==> config.mk <==
export PLATFORM = sky130hd
export DESIGN_NAME = tcf_timer
export DESIGN_NICKNAME = d
export VERILOG_FILES = /design/src/core/tcf_pkg.sv /design/src/core/tcf_timer.sv
export SDC_FILE = /design/constraint.sdc
export NUM_CORES = 1
export LEC_CHECK = 0
export BUFFER_PORTS_ARGS = -buffer_cell sky130_fd_sc_hd__buf_2
export CELL_PAD_IN_SITES_DETAIL_PLACEMENT = 0
export CELL_PAD_IN_SITES_GLOBAL_PLACEMENT = 1
export CORE_UTILIZATION = 46
export CTS_BUF_LIST = sky130_fd_sc_hd__clkbuf_8
export DETAILED_ROUTE_END_ITERATION = 10
export PLACE_DENSITY = 0.82
export SLEW_MARGIN = 20
export SYNTH_ARGS = -nofsm -noshare
export SYNTH_HDL_FRONTEND = slang
export SYNTH_SLANG_ARGS = --single-unit
==> constraint.sdc <==
create_clock -name aclk -period 2.4 [get_ports aclk]
set_input_delay 0.24 -clock aclk [delete_from_list [all_inputs] [get_ports aclk]]
set_output_delay 0.24 -clock aclk [all_outputs]
set_load 0.03 [all_outputs]
==> src/core/tcf_pkg.sv <==
`default_nettype none
package tcf_pkg;
  // register indices; byte address is four times the index
  localparam logic [7:0] IDX_CTL = 8'h12;
  localparam logic [7:0] IDX_STS = 8'h13;
  localparam logic [7:0] IDX_CAPH = 8'h14;
  localparam logic [7:0] IDX_CAPL = 8'h15;
  localparam logic [7:0] IDX_CMPH = 8'h16;
  localparam logic [7:0] IDX_CMPL = 8'h17;
  localparam logic [7:0] IDX_CNTH = 8'h18;
  localparam logic [7:0] IDX_CNTL = 8'h19;
  localparam logic [7:0] IDX_ALTH = 8'h1a;
  localparam logic [7:0] IDX_ALTL = 8'h1b;
  localparam logic [7:0] IDX_FIRST = 8'h12;
  localparam logic [7:0] IDX_LAST = 8'h1b;
  // timer_control fields
  localparam int CTL_CAP_IE = 7;
  localparam int CTL_CMP_IE = 6;
  localparam int CTL_OVF_IE = 5;
  localparam int CTL_PIN_EN = 2;
  localparam int CTL_EDGE = 1;
  localparam int CTL_LEVEL = 0;
  localparam logic [7:0] CTL_RW_MASK = 8'he7;
  localparam logic [7:0] CTL_RESET = 8'h00;
  // timer_status fields
  localparam int STS_CAP = 7;
  localparam int STS_CMP = 6;
  localparam int STS_OVF = 5;
  // counter and prescaler
  localparam logic [15:0] CNT_RESET = 16'hfffc;
  localparam logic [15:0] CNT_MAX = 16'hffff;
  localparam logic [15:0] CNT_ZERO = 16'h0000;
  localparam logic [15:0] CAP_DELAY = 16'h0001;
  localparam int PRESCALE = 4;
  localparam logic [1:0] PRE_LAST = 2'(PRESCALE - 1);
  localparam logic [1:0] PRE_ZERO = 2'h0;
  localparam logic [1:0] PRE_STEP = 2'h1;
  // AXI responses
  localparam logic [1:0] RESP_OKAY = 2'h0;
  localparam logic [1:0] RESP_SLVERR = 2'h2;
endpackage
`default_nettype wire

==> src/core/tcf_timer.sv <==
// Added by the designer: the AXI4-Lite slave port.
`timescale 1ns/10ps
`default_nettype none

// Summary of operation
// - capture copies free-running count on selected edge
// - capture register kept across reset
// - captured value is prior count plus one
// - capture resolution is one four-cycle count
// - every unblocked qualifying edge outside stop transfers regardless of flag
// - high-byte read blocks transfers until low read, except the armed stop edge on wake
// - low-byte read alone never blocks transfers
// - control register holds three interrupt enables
// - pin enable routes compare level to pin
// - edge select picks rising or falling, reset-proof
// - level bit loads output register on compare
// - control bits three and four read zero
// - status holds three flags, low bits zero
// - capture flag cleared by status then low capture
// - compare flag cleared by status then compare low
// - overflow flag on rollover, cleared via counter low
// - alternate counter pair never clears overflow
// - timer runs in wait, interrupt wakes core
// - counter frozen in stop, reset forces fffc
// - first stop-mode edge armed, shown on wake
// - reset exit from stop discards armed capture
// - prescaler divides bus clock by four
// - every match outside the high-to-low compare write sets flag and loads level
module tcf_timer (
  // clock and reset
  input wire logic aclk,
  input wire logic aresetn,
  // axi4-lite write
  input wire logic awvalid,
  output logic awready,
  input wire logic [7:0] awaddr,
  input wire logic wvalid,
  output logic wready,
  input wire logic [31:0] wdata,
  input wire logic [3:0] wstrb,
  output logic bvalid,
  input wire logic bready,
  output logic [1:0] bresp,
  // axi4-lite read
  input wire logic arvalid,
  output logic arready,
  input wire logic [7:0] araddr,
  output logic rvalid,
  input wire logic rready,
  output logic [31:0] rdata,
  output logic [1:0] rresp,
  // core side
  input wire logic core_reset,
  input wire logic stop_mode,
  output logic timer_irq,
  // pins
  input wire logic capture_input_pin,
  input wire logic port_d_bit_six_out,
  input wire logic port_d_bit_six_oe_n,
  output logic compare_output_pin_o,
  output logic compare_output_pin_oe_n
);

  typedef struct packed {
    logic aw_v;
    logic [7:0] aw_a;
    logic w_v;
    logic [7:0] w_d;
    logic w_s;
    logic b_v;
    logic b_err;
    logic r_v;
    logic [7:0] r_d;
    logic r_err;
    logic [7:0] ctl;
    logic capture_flag;
    logic compare_flag;
    logic overflow_flag;
    logic arm_i;
    logic arm_o;
    logic arm_t;
    logic [15:0] cap;
    logic cap_inh;
    logic [15:0] cmp;
    logic cmp_inh;
    logic [15:0] cnt;
    logic [1:0] pre;
    logic [1:0][7:0] lat;
    logic [1:0] lat_v;
    logic olr;
    logic sync1;
    logic sync2;
    logic sync3;
    logic [15:0] cnt_p1;
    logic [15:0] cnt_p2;
    logic stp_armed;
    logic [15:0] stp_cap;
    logic stop_prev;
  } tcf_state_s;

  tcf_state_s s_q;
  tcf_state_s s_d;
  logic tick;
  logic cap_edge;
  logic stop_exit;
  logic cmp_hit;
  logic [15:0] cap_val;

  // returns {valid, index}; unaligned or unmapped addresses are invalid
  function automatic logic [8:0] map_addr(input logic [7:0] a);
    logic [7:0] idx;
    idx = {2'h0, a[7:2]};
    map_addr = {(a[1:0] == 2'h0) && (idx >= tcf_pkg::IDX_FIRST) && (idx <= tcf_pkg::IDX_LAST), idx};
  endfunction

  // status access arms the clear of each flag that is set at that moment
  function automatic tcf_state_s bus_access(input tcf_state_s s, input logic [7:0] idx);
    tcf_state_s r;
    r = s;
    if (idx == tcf_pkg::IDX_STS) begin
      r.arm_i = s.capture_flag;
      r.arm_o = s.compare_flag;
      r.arm_t = s.overflow_flag;
    end
    if (idx == tcf_pkg::IDX_CAPL && s.arm_i) begin
      r.capture_flag = 1'b0;
      r.arm_i = 1'b0;
    end
    if (idx == tcf_pkg::IDX_CMPL && s.arm_o) begin
      r.compare_flag = 1'b0;
      r.arm_o = 1'b0;
    end
    // the alternate pair is deliberately absent here
    if (idx == tcf_pkg::IDX_CNTL && s.arm_t) begin
      r.overflow_flag = 1'b0;
      r.arm_t = 1'b0;
    end
    return r;
  endfunction

  function automatic logic [7:0] rd_byte(input tcf_state_s s, input logic [7:0] idx);
    rd_byte = 8'h00;
    unique case (idx)
      tcf_pkg::IDX_CTL: rd_byte = s.ctl & tcf_pkg::CTL_RW_MASK;
      tcf_pkg::IDX_STS: rd_byte = {s.capture_flag, s.compare_flag, s.overflow_flag, 5'h00};
      tcf_pkg::IDX_CAPH: rd_byte = s.cap[15:8];
      tcf_pkg::IDX_CAPL: rd_byte = s.cap[7:0];
      tcf_pkg::IDX_CMPH: rd_byte = s.cmp[15:8];
      tcf_pkg::IDX_CMPL: rd_byte = s.cmp[7:0];
      tcf_pkg::IDX_CNTH: rd_byte = s.cnt[15:8];
      tcf_pkg::IDX_CNTL: rd_byte = s.lat_v[0] ? s.lat[0] : s.cnt[7:0];
      tcf_pkg::IDX_ALTH: rd_byte = s.cnt[15:8];
      tcf_pkg::IDX_ALTL: rd_byte = s.lat_v[1] ? s.lat[1] : s.cnt[7:0];
      default: rd_byte = 8'h00;
    endcase
  endfunction

  always_comb begin
    logic [8:0] wm;
    logic [8:0] rm;
    wm = map_addr(s_q.aw_a);
    rm = map_addr(araddr);
    s_d = s_q;
    tick = !stop_mode && (s_q.pre == tcf_pkg::PRE_LAST);
    stop_exit = s_q.stop_prev && !stop_mode;
    // the pin is seen two flops late; the count is delayed alongside so the
    // transfer still lands on the count of the edge before the transition
    s_d.sync1 = capture_input_pin;
    s_d.sync2 = s_q.sync1;
    s_d.sync3 = s_q.sync2;
    s_d.cnt_p1 = s_q.cnt;
    s_d.cnt_p2 = s_q.cnt_p1;
    cap_val = s_q.cnt_p2 + tcf_pkg::CAP_DELAY;
    cap_edge = s_q.ctl[tcf_pkg::CTL_EDGE] ? (s_q.sync2 && !s_q.sync3) : (!s_q.sync2 && s_q.sync3);
    cmp_hit = tick && !s_q.cmp_inh && ((s_q.cnt + tcf_pkg::CAP_DELAY) == s_q.cmp);
    s_d.stop_prev = stop_mode;

    // write channel: address and data taken in either order
    if (awvalid && awready) begin
      s_d.aw_v = 1'b1;
      s_d.aw_a = awaddr;
    end
    if (wvalid && wready) begin
      s_d.w_v = 1'b1;
      s_d.w_d = wdata[7:0];
      s_d.w_s = wstrb[0];
    end
    if (s_q.b_v && bready) begin
      s_d.b_v = 1'b0;
    end
    if (s_q.aw_v && s_q.w_v && !s_q.b_v) begin
      s_d.aw_v = 1'b0;
      s_d.w_v = 1'b0;
      s_d.b_v = 1'b1;
      s_d.b_err = !wm[8];
      if (wm[8]) begin
        s_d = bus_access(s_d, wm[7:0]);
        if (s_q.w_s) begin
          unique case (wm[7:0])
            tcf_pkg::IDX_CTL: s_d.ctl = s_q.w_d & tcf_pkg::CTL_RW_MASK;
            tcf_pkg::IDX_CMPH: begin
              s_d.cmp[15:8] = s_q.w_d;
              s_d.cmp_inh = 1'b1;
            end
            tcf_pkg::IDX_CMPL: begin
              s_d.cmp[7:0] = s_q.w_d;
              s_d.cmp_inh = 1'b0;
            end
            default: begin
            end
          endcase
        end
      end
    end

    // read channel: one read in flight, side effects at the address handshake
    if (s_q.r_v && rready) begin
      s_d.r_v = 1'b0;
    end
    if (arvalid && arready) begin
      s_d.r_v = 1'b1;
      s_d.r_err = !rm[8];
      s_d.r_d = rm[8] ? rd_byte(s_q, rm[7:0]) : 8'h00;
      if (rm[8]) begin
        s_d = bus_access(s_d, rm[7:0]);
        unique case (rm[7:0])
          tcf_pkg::IDX_CAPH: s_d.cap_inh = 1'b1;
          tcf_pkg::IDX_CAPL: s_d.cap_inh = 1'b0;
          tcf_pkg::IDX_CNTH: begin
            if (!s_q.lat_v[0]) begin
              s_d.lat[0] = s_q.cnt[7:0];
            end
            s_d.lat_v[0] = 1'b1;
          end
          tcf_pkg::IDX_CNTL: s_d.lat_v[0] = 1'b0;
          tcf_pkg::IDX_ALTH: begin
            if (!s_q.lat_v[1]) begin
              s_d.lat[1] = s_q.cnt[7:0];
            end
            s_d.lat_v[1] = 1'b1;
          end
          tcf_pkg::IDX_ALTL: s_d.lat_v[1] = 1'b0;
          default: begin
          end
        endcase
      end
    end

    // hardware sets come after bus clears so a same-cycle event wins
    if (!stop_mode) begin
      s_d.pre = s_q.pre + tcf_pkg::PRE_STEP;
    end
    if (tick) begin
      s_d.cnt = s_q.cnt + tcf_pkg::CAP_DELAY;
      if (s_q.cnt == tcf_pkg::CNT_MAX) begin
        s_d.overflow_flag = 1'b1;
      end
    end
    if (cmp_hit) begin
      s_d.compare_flag = 1'b1;
      s_d.olr = s_q.ctl[tcf_pkg::CTL_LEVEL];
    end
    if (stop_exit && s_q.stp_armed) begin
      s_d.cap = s_q.stp_cap;
      s_d.capture_flag = 1'b1;
      s_d.stp_armed = 1'b0;
    end
    if (cap_edge) begin
      if (stop_mode) begin
        // only the first edge in stop is kept, and it raises nothing yet
        if (!s_q.stp_armed) begin
          s_d.stp_armed = 1'b1;
          s_d.stp_cap = cap_val;
        end
      end else begin
        // the block is taken from the register, so a low-byte read that
        // meets an edge frees only later edges; a lone low read never blocks
        if (!s_q.cap_inh) begin
          s_d.cap = cap_val;
        end
        s_d.capture_flag = 1'b1;
      end
    end

    // core reset: capture data and edge select survive it
    if (core_reset) begin
      s_d.cnt = tcf_pkg::CNT_RESET;
      s_d.pre = tcf_pkg::PRE_ZERO;
      s_d.ctl = (tcf_pkg::CTL_RESET & ~(8'h01 << tcf_pkg::CTL_EDGE)) | (s_q.ctl & (8'h01 << tcf_pkg::CTL_EDGE));
      s_d.capture_flag = 1'b0;
      s_d.compare_flag = 1'b0;
      s_d.overflow_flag = 1'b0;
      s_d.arm_i = 1'b0;
      s_d.arm_o = 1'b0;
      s_d.arm_t = 1'b0;
      s_d.cap = s_q.cap;
      s_d.cap_inh = 1'b0;
      s_d.cmp_inh = 1'b0;
      s_d.lat_v = 2'h0;
      s_d.stp_armed = 1'b0;
    end
  end

  always_ff @(posedge aclk) begin
    if (!aresetn) begin
      s_q <= '0;
      s_q.cnt <= tcf_pkg::CNT_RESET;
      s_q.ctl <= tcf_pkg::CTL_RESET;
    end else begin
      s_q <= s_d;
    end
  end

  assign awready = !s_q.aw_v && !s_q.b_v;
  assign wready = !s_q.w_v && !s_q.b_v;
  assign bvalid = s_q.b_v;
  assign bresp = s_q.b_err ? tcf_pkg::RESP_SLVERR : tcf_pkg::RESP_OKAY;
  assign arready = !s_q.r_v;
  assign rvalid = s_q.r_v;
  assign rdata = {24'h000000, s_q.r_d};
  assign rresp = s_q.r_err ? tcf_pkg::RESP_SLVERR : tcf_pkg::RESP_OKAY;
  // stays live in wait because the timer clock never stops there
  assign timer_irq = (s_q.capture_flag && s_q.ctl[tcf_pkg::CTL_CAP_IE]) ||
                     (s_q.compare_flag && s_q.ctl[tcf_pkg::CTL_CMP_IE]) ||
                     (s_q.overflow_flag && s_q.ctl[tcf_pkg::CTL_OVF_IE]);
  assign compare_output_pin_o = s_q.ctl[tcf_pkg::CTL_PIN_EN] ? s_q.olr : port_d_bit_six_out;
  assign compare_output_pin_oe_n = s_q.ctl[tcf_pkg::CTL_PIN_EN] ? 1'b0 : port_d_bit_six_oe_n;
endmodule

`default_nettype wire

=== After elaboration in Yosys (flattened, before gate mapping) ===
Index checks and enable logic that the tools add are counted.

* Register bits: 169
* Output and inout port bits: 44

* Add/sub/neg operators: 3
* Magnitude comparators: 4
* Eq/ne operators: 19
* Multiplexer cells: 61
* Bitwise operators: 1
* Reduce and logical (&&, ||, !) cells: 46

{| class="wikitable"
|+ Operators with widths
! kind !! count
|-
| $mux W169 || 1
|-
| $mux W148 || 1
|-
| $mux W138 || 1
|-
| $mux W130 || 1
|-
| $eq A6 B5 Y1 const B || 16
|-
| $mux W8 || 11
|-
| $mux W16 || 5
|-
| $pmux W8 S9 || 1
|-
| $mux W17 || 4
|-
| $add A16 B1 Y16 const B || 2
|-
| $logic_and A1 B1 Y1 || 29
|-
| $mux W1 || 25
|-
| $eq A16 B16 Y1 || 1
|-
| $eq A16 B16 Y1 const B || 1
|-
| $ge A6 B5 Y1 const B || 2
|-
| $le A6 B5 Y1 const B || 2
|-
| $logic_not A1 Y1 || 10
|-
| $mux W10 || 1
|-
| $mux W9 || 1
|-
| $pmux W1 S2 || 4
|-
| $mux W2 || 3
|-
| $mux W3 || 2
|-
| $logic_not A2 Y1 || 2
|-
| $reduce_or A2 Y1 || 2
|-
| 5 further kinds || 6
|}

=== Longest topological paths before layout ===
* Depth after elaboration: 13
* Gate-level depth with buffers: 8

=== Least setup slack after synthesis ===
OpenSTA, ideal clock, no wires.

* Kind: reg-to-reg
* Start: register s_q (netlist bit rvalid)
* End: register s_q[126] (netlist bit)
* Arrival: 1.989 ns
* Data required time: 2.285 ns
* Slack: 0.295 ns
* Cell stages (with the launch flop): 7
* Buffers on the path: 1
* Clock period less this slack: 2.105 ns
* Path through: dfxtp_1 -> or4b_4 -> nor4_4 -> buf_6 -> nand2_1 -> or3_1 -> and3_1

* Word-level cells in the longest chain between the ends: 3

{| class="wikitable"
|+ RTL lines
! item !! RTL line !! source
|-
| start, declared || tcf_timer.sv:101 || <nowiki>tcf_state_s s_q;</nowiki>
|-
| $logic_not A1 Y1 || tcf_timer.sv:318 || <nowiki>assign arready = !s_q.r_v;</nowiki>
|-
| $logic_and A1 B1 Y1 || tcf_timer.sv:220 || <nowiki>if (arvalid && arready) begin</nowiki>
|-
| $mux W148 || tcf_timer.sv:220 ||
|}

No other way between the ends.
A chain may end at the register's enable or synchronous reset.

=== Worst setup path in the final report ===
* Start: register s_q (netlist bit rvalid)
* End: register s_q[54] (netlist bit)

Same word-level chain as after synthesis.

==> results.md <==
* Layout cells sized above 1 at 0.156
* Initial antenna violation count at 0
* Inst Count DP at 1153
* Asr flop ratio synth at 0
* Routed WL at 19.8 mm
* Clock sinks at 167
* Register bit total from synthesis at 167
* First-pass GRT wire length at 31.9 mm
* Worst-Skew Late Latency at 460 ps
* Hold_buf cts at 4
* Core area at 0.0173 mm^2
* Global-route usage over all layers at 0.227
* Drt drc at 0
* Max-slew headroom at 0.340
* Initial DRC count at 504
* Post-Layout Cell Count at 1190
* Clk slew on worst S/H paths at 100 ps
* Crit end category: register
* Vias in the first global route at 5974
* VDD IR max at 448 uV
* RSZ-0062 raised after global routing: false
* Utilization after layout at 0.524
* N_diodes at 0
* CTS root buffer: clkbuf_8
* Buffers on Ports at 54
* Die area at 0.0183 mm^2
* Cell Pwr Density at 590 mW/mm^2
* Total chip power at 5.35 mW
* Global placer's final weighted congestion at 0.874
* Post-synth cell types at 68
* Overflow after GRT at 0
* Worst-margin pin slew at 982 ps
* CP Launch Type: register
* Core Rows at 48
* Cells after Synth at 907
* Main synth FF type: dfxtp_1
* Via count at 6450
* Setup TNS at 0 ps
* Routed length per instance at 16.6 um
* LEAKAGE at 3.82 nW
* Critical path arrival at 2630 ps
* Period utilisation layout at 0.938
* Resized cells post-CTS at 0
* Largest net degree at the start of global routing at 94
* CP Class: register to register
* Die Width at 135 um
* Post-route ant nets at 0
* Htree depth at 4
* Sequential cell area fraction in the yosys report at 0.409
* Worst path required time at 2780 ps
* I/O pin total at 108
* Hold Vio Cnt, Final at 0
* Clock Skews at 12.4 ps
* Final nets at 1019
* Total CTS buffers at 17
* Average size of a mapped cell at 9.01 um^2
* Mapped Area at 0.00817 mm^2
* Max-capacitance violation count at 0
* Die height at 135 um
* Dpl hpwl at 14.3 mm
* Tmin final at 2250 ps
* Type of the worst min-delay path: primary input to register
* Status: finished, final reports clean
* Total number of yosys warnings at 0
* Fillers at 1621
* Area Overhead vs Synth at 11.0%
* CTS tree: built
* Initial DRT Pass Iterations at 5
* Via density per instance at 5.42
* Initial core utilization at 0.472
* Post-synth EDFFs at 0
* Max clock buf depth at 2
* Post-CTS setup buffer count at 0
* Setup Viol. Count Final at 0
* CP Max Fanout at 8
* Final Max Slew Viols at 0
* Fmax at 0.444 GHz
## flip-flops by register name, summed over array words and instances (netlist names)
signal	count
rdata	8
s_q	157
rvalid	1
bvalid	1
## cell usage after synthesis, types with 7 or more instances
library cell / instances / area share
nand4_1: 15 / 0.011
o21ai_0: 14 / 0.0086
mux2i_1: 59 / 0.072
o211a_1: 17 / 0.021
nand2_1: 103 / 0.047
o221ai_1: 11 / 0.012
nor2b_1: 39 / 0.030
or3_1: 10 / 0.0077
dfxtp_1: 167 / 0.41
clkbuf_1: 42 / 0.019
nor3_1: 22 / 0.013
xor2_1: 19 / 0.020
a21boi_0: 26 / 0.024
a21oi_1: 33 / 0.020
buf_4: 37 / 0.034
nand2b_1: 9 / 0.0069
and3_1: 8 / 0.0061
xnor2_1: 27 / 0.029
nor2_1: 49 / 0.023
nand3_1: 16 / 0.0098
inv_1: 12 / 0.0055
o221a_2: 10 / 0.014
buf_2: 11 / 0.0067
o31ai_1: 7 / 0.0064
a22oi_1: 12 / 0.011
and2_1: 44 / 0.034
## final timing paths
check / slack (ps) / depth (start not counted) / endpoint / start
min reg2reg: 430 / 1 / s_q[19] / s_q[35]
max: 150 / 6 / s_q[54] / rvalid
max reg2reg: 150 / 6 / s_q[54] / rvalid
min: 30 / 3 / s_q[152] / wdata[1]
## metal layers
metal	GRT usage	routed length, um	vias to the layer above
met5	0	0	-
met4	0.0718	315	0
met3	0.0430	973	19
met2	0.362	9080	180
met1	0.309	9420	3023
li1	-	-	3228
## critical path: stages (launching register included)
cell and delay, ps:
dfxtp_1 360, or4b_4 580, nor4_4 460, buf_4 240
nand2_1 70, or3_1 300, a21oi_1 150
## cell type report
cell class	count	area, um^2	share of cell area
multi-input cells	656	4360	0.481
flip-flops and latches	167	3340	0.369
repair buffers	98	628	0.0693
well taps	225	282	0.0311
clock buffers	19	262	0.0288
clock inverters	13	148	0.0163
inverters	12	45.0	0.00497
## cells in the final DEF, fill, tap and decap left out, types with 14 or more instances in the layout
cell and count:
and2_1 44, nand2_1 103, dfxtp_1 167, conb_1 26, nor3_1 21, buf_4 39, o21ai_0 14, inv_1 14
nand4_1 15, xnor2_1 27, clkbuf_8 19, nor2b_1 39, o211a_1 17, a21boi_0 26, a21oi_1 33, nor2_1 49
mux2i_1 59, nand3_1 16, xor2_1 19, buf_2 53
## report_power, final
group	switching [mW]	internal [mW]	leakage, nW	total, mW
combinational	0.250	0.135	2.25	0.385
clock	1.08	0.996	0.205	2.07
sequential	0.0509	2.84	1.36	2.89
total	1.38	3.97	3.82	5.35
## logic make-up (layout without fill, tap and decap cells)
group	count (synthesis)	after routing	synth area share
compound gates	164	164	0.152
xor+xnor	46	46	0.0493
fa+ha+maj	3	3	0.00460
buf+inv	109	142	0.0697
flops	167	167	0.409
mux	62	62	0.0764
other cells	1	26	0.000459
simple gates	355	355	0.239
## per-stage QoR
stage / area, um^2 / hold slack, ps / setup slack [ps]
floorplan: 8260 / 367 / 295
global placement: 8610 / 413 / 190
detailed placement: 8610 / 421 / 191
CTS: 9060 / 1.47 / 164
global route: 9070 / 4.26 / 1.95
finish: 9070 / 27.8 / 150
(Power assumes the default switching activity.)
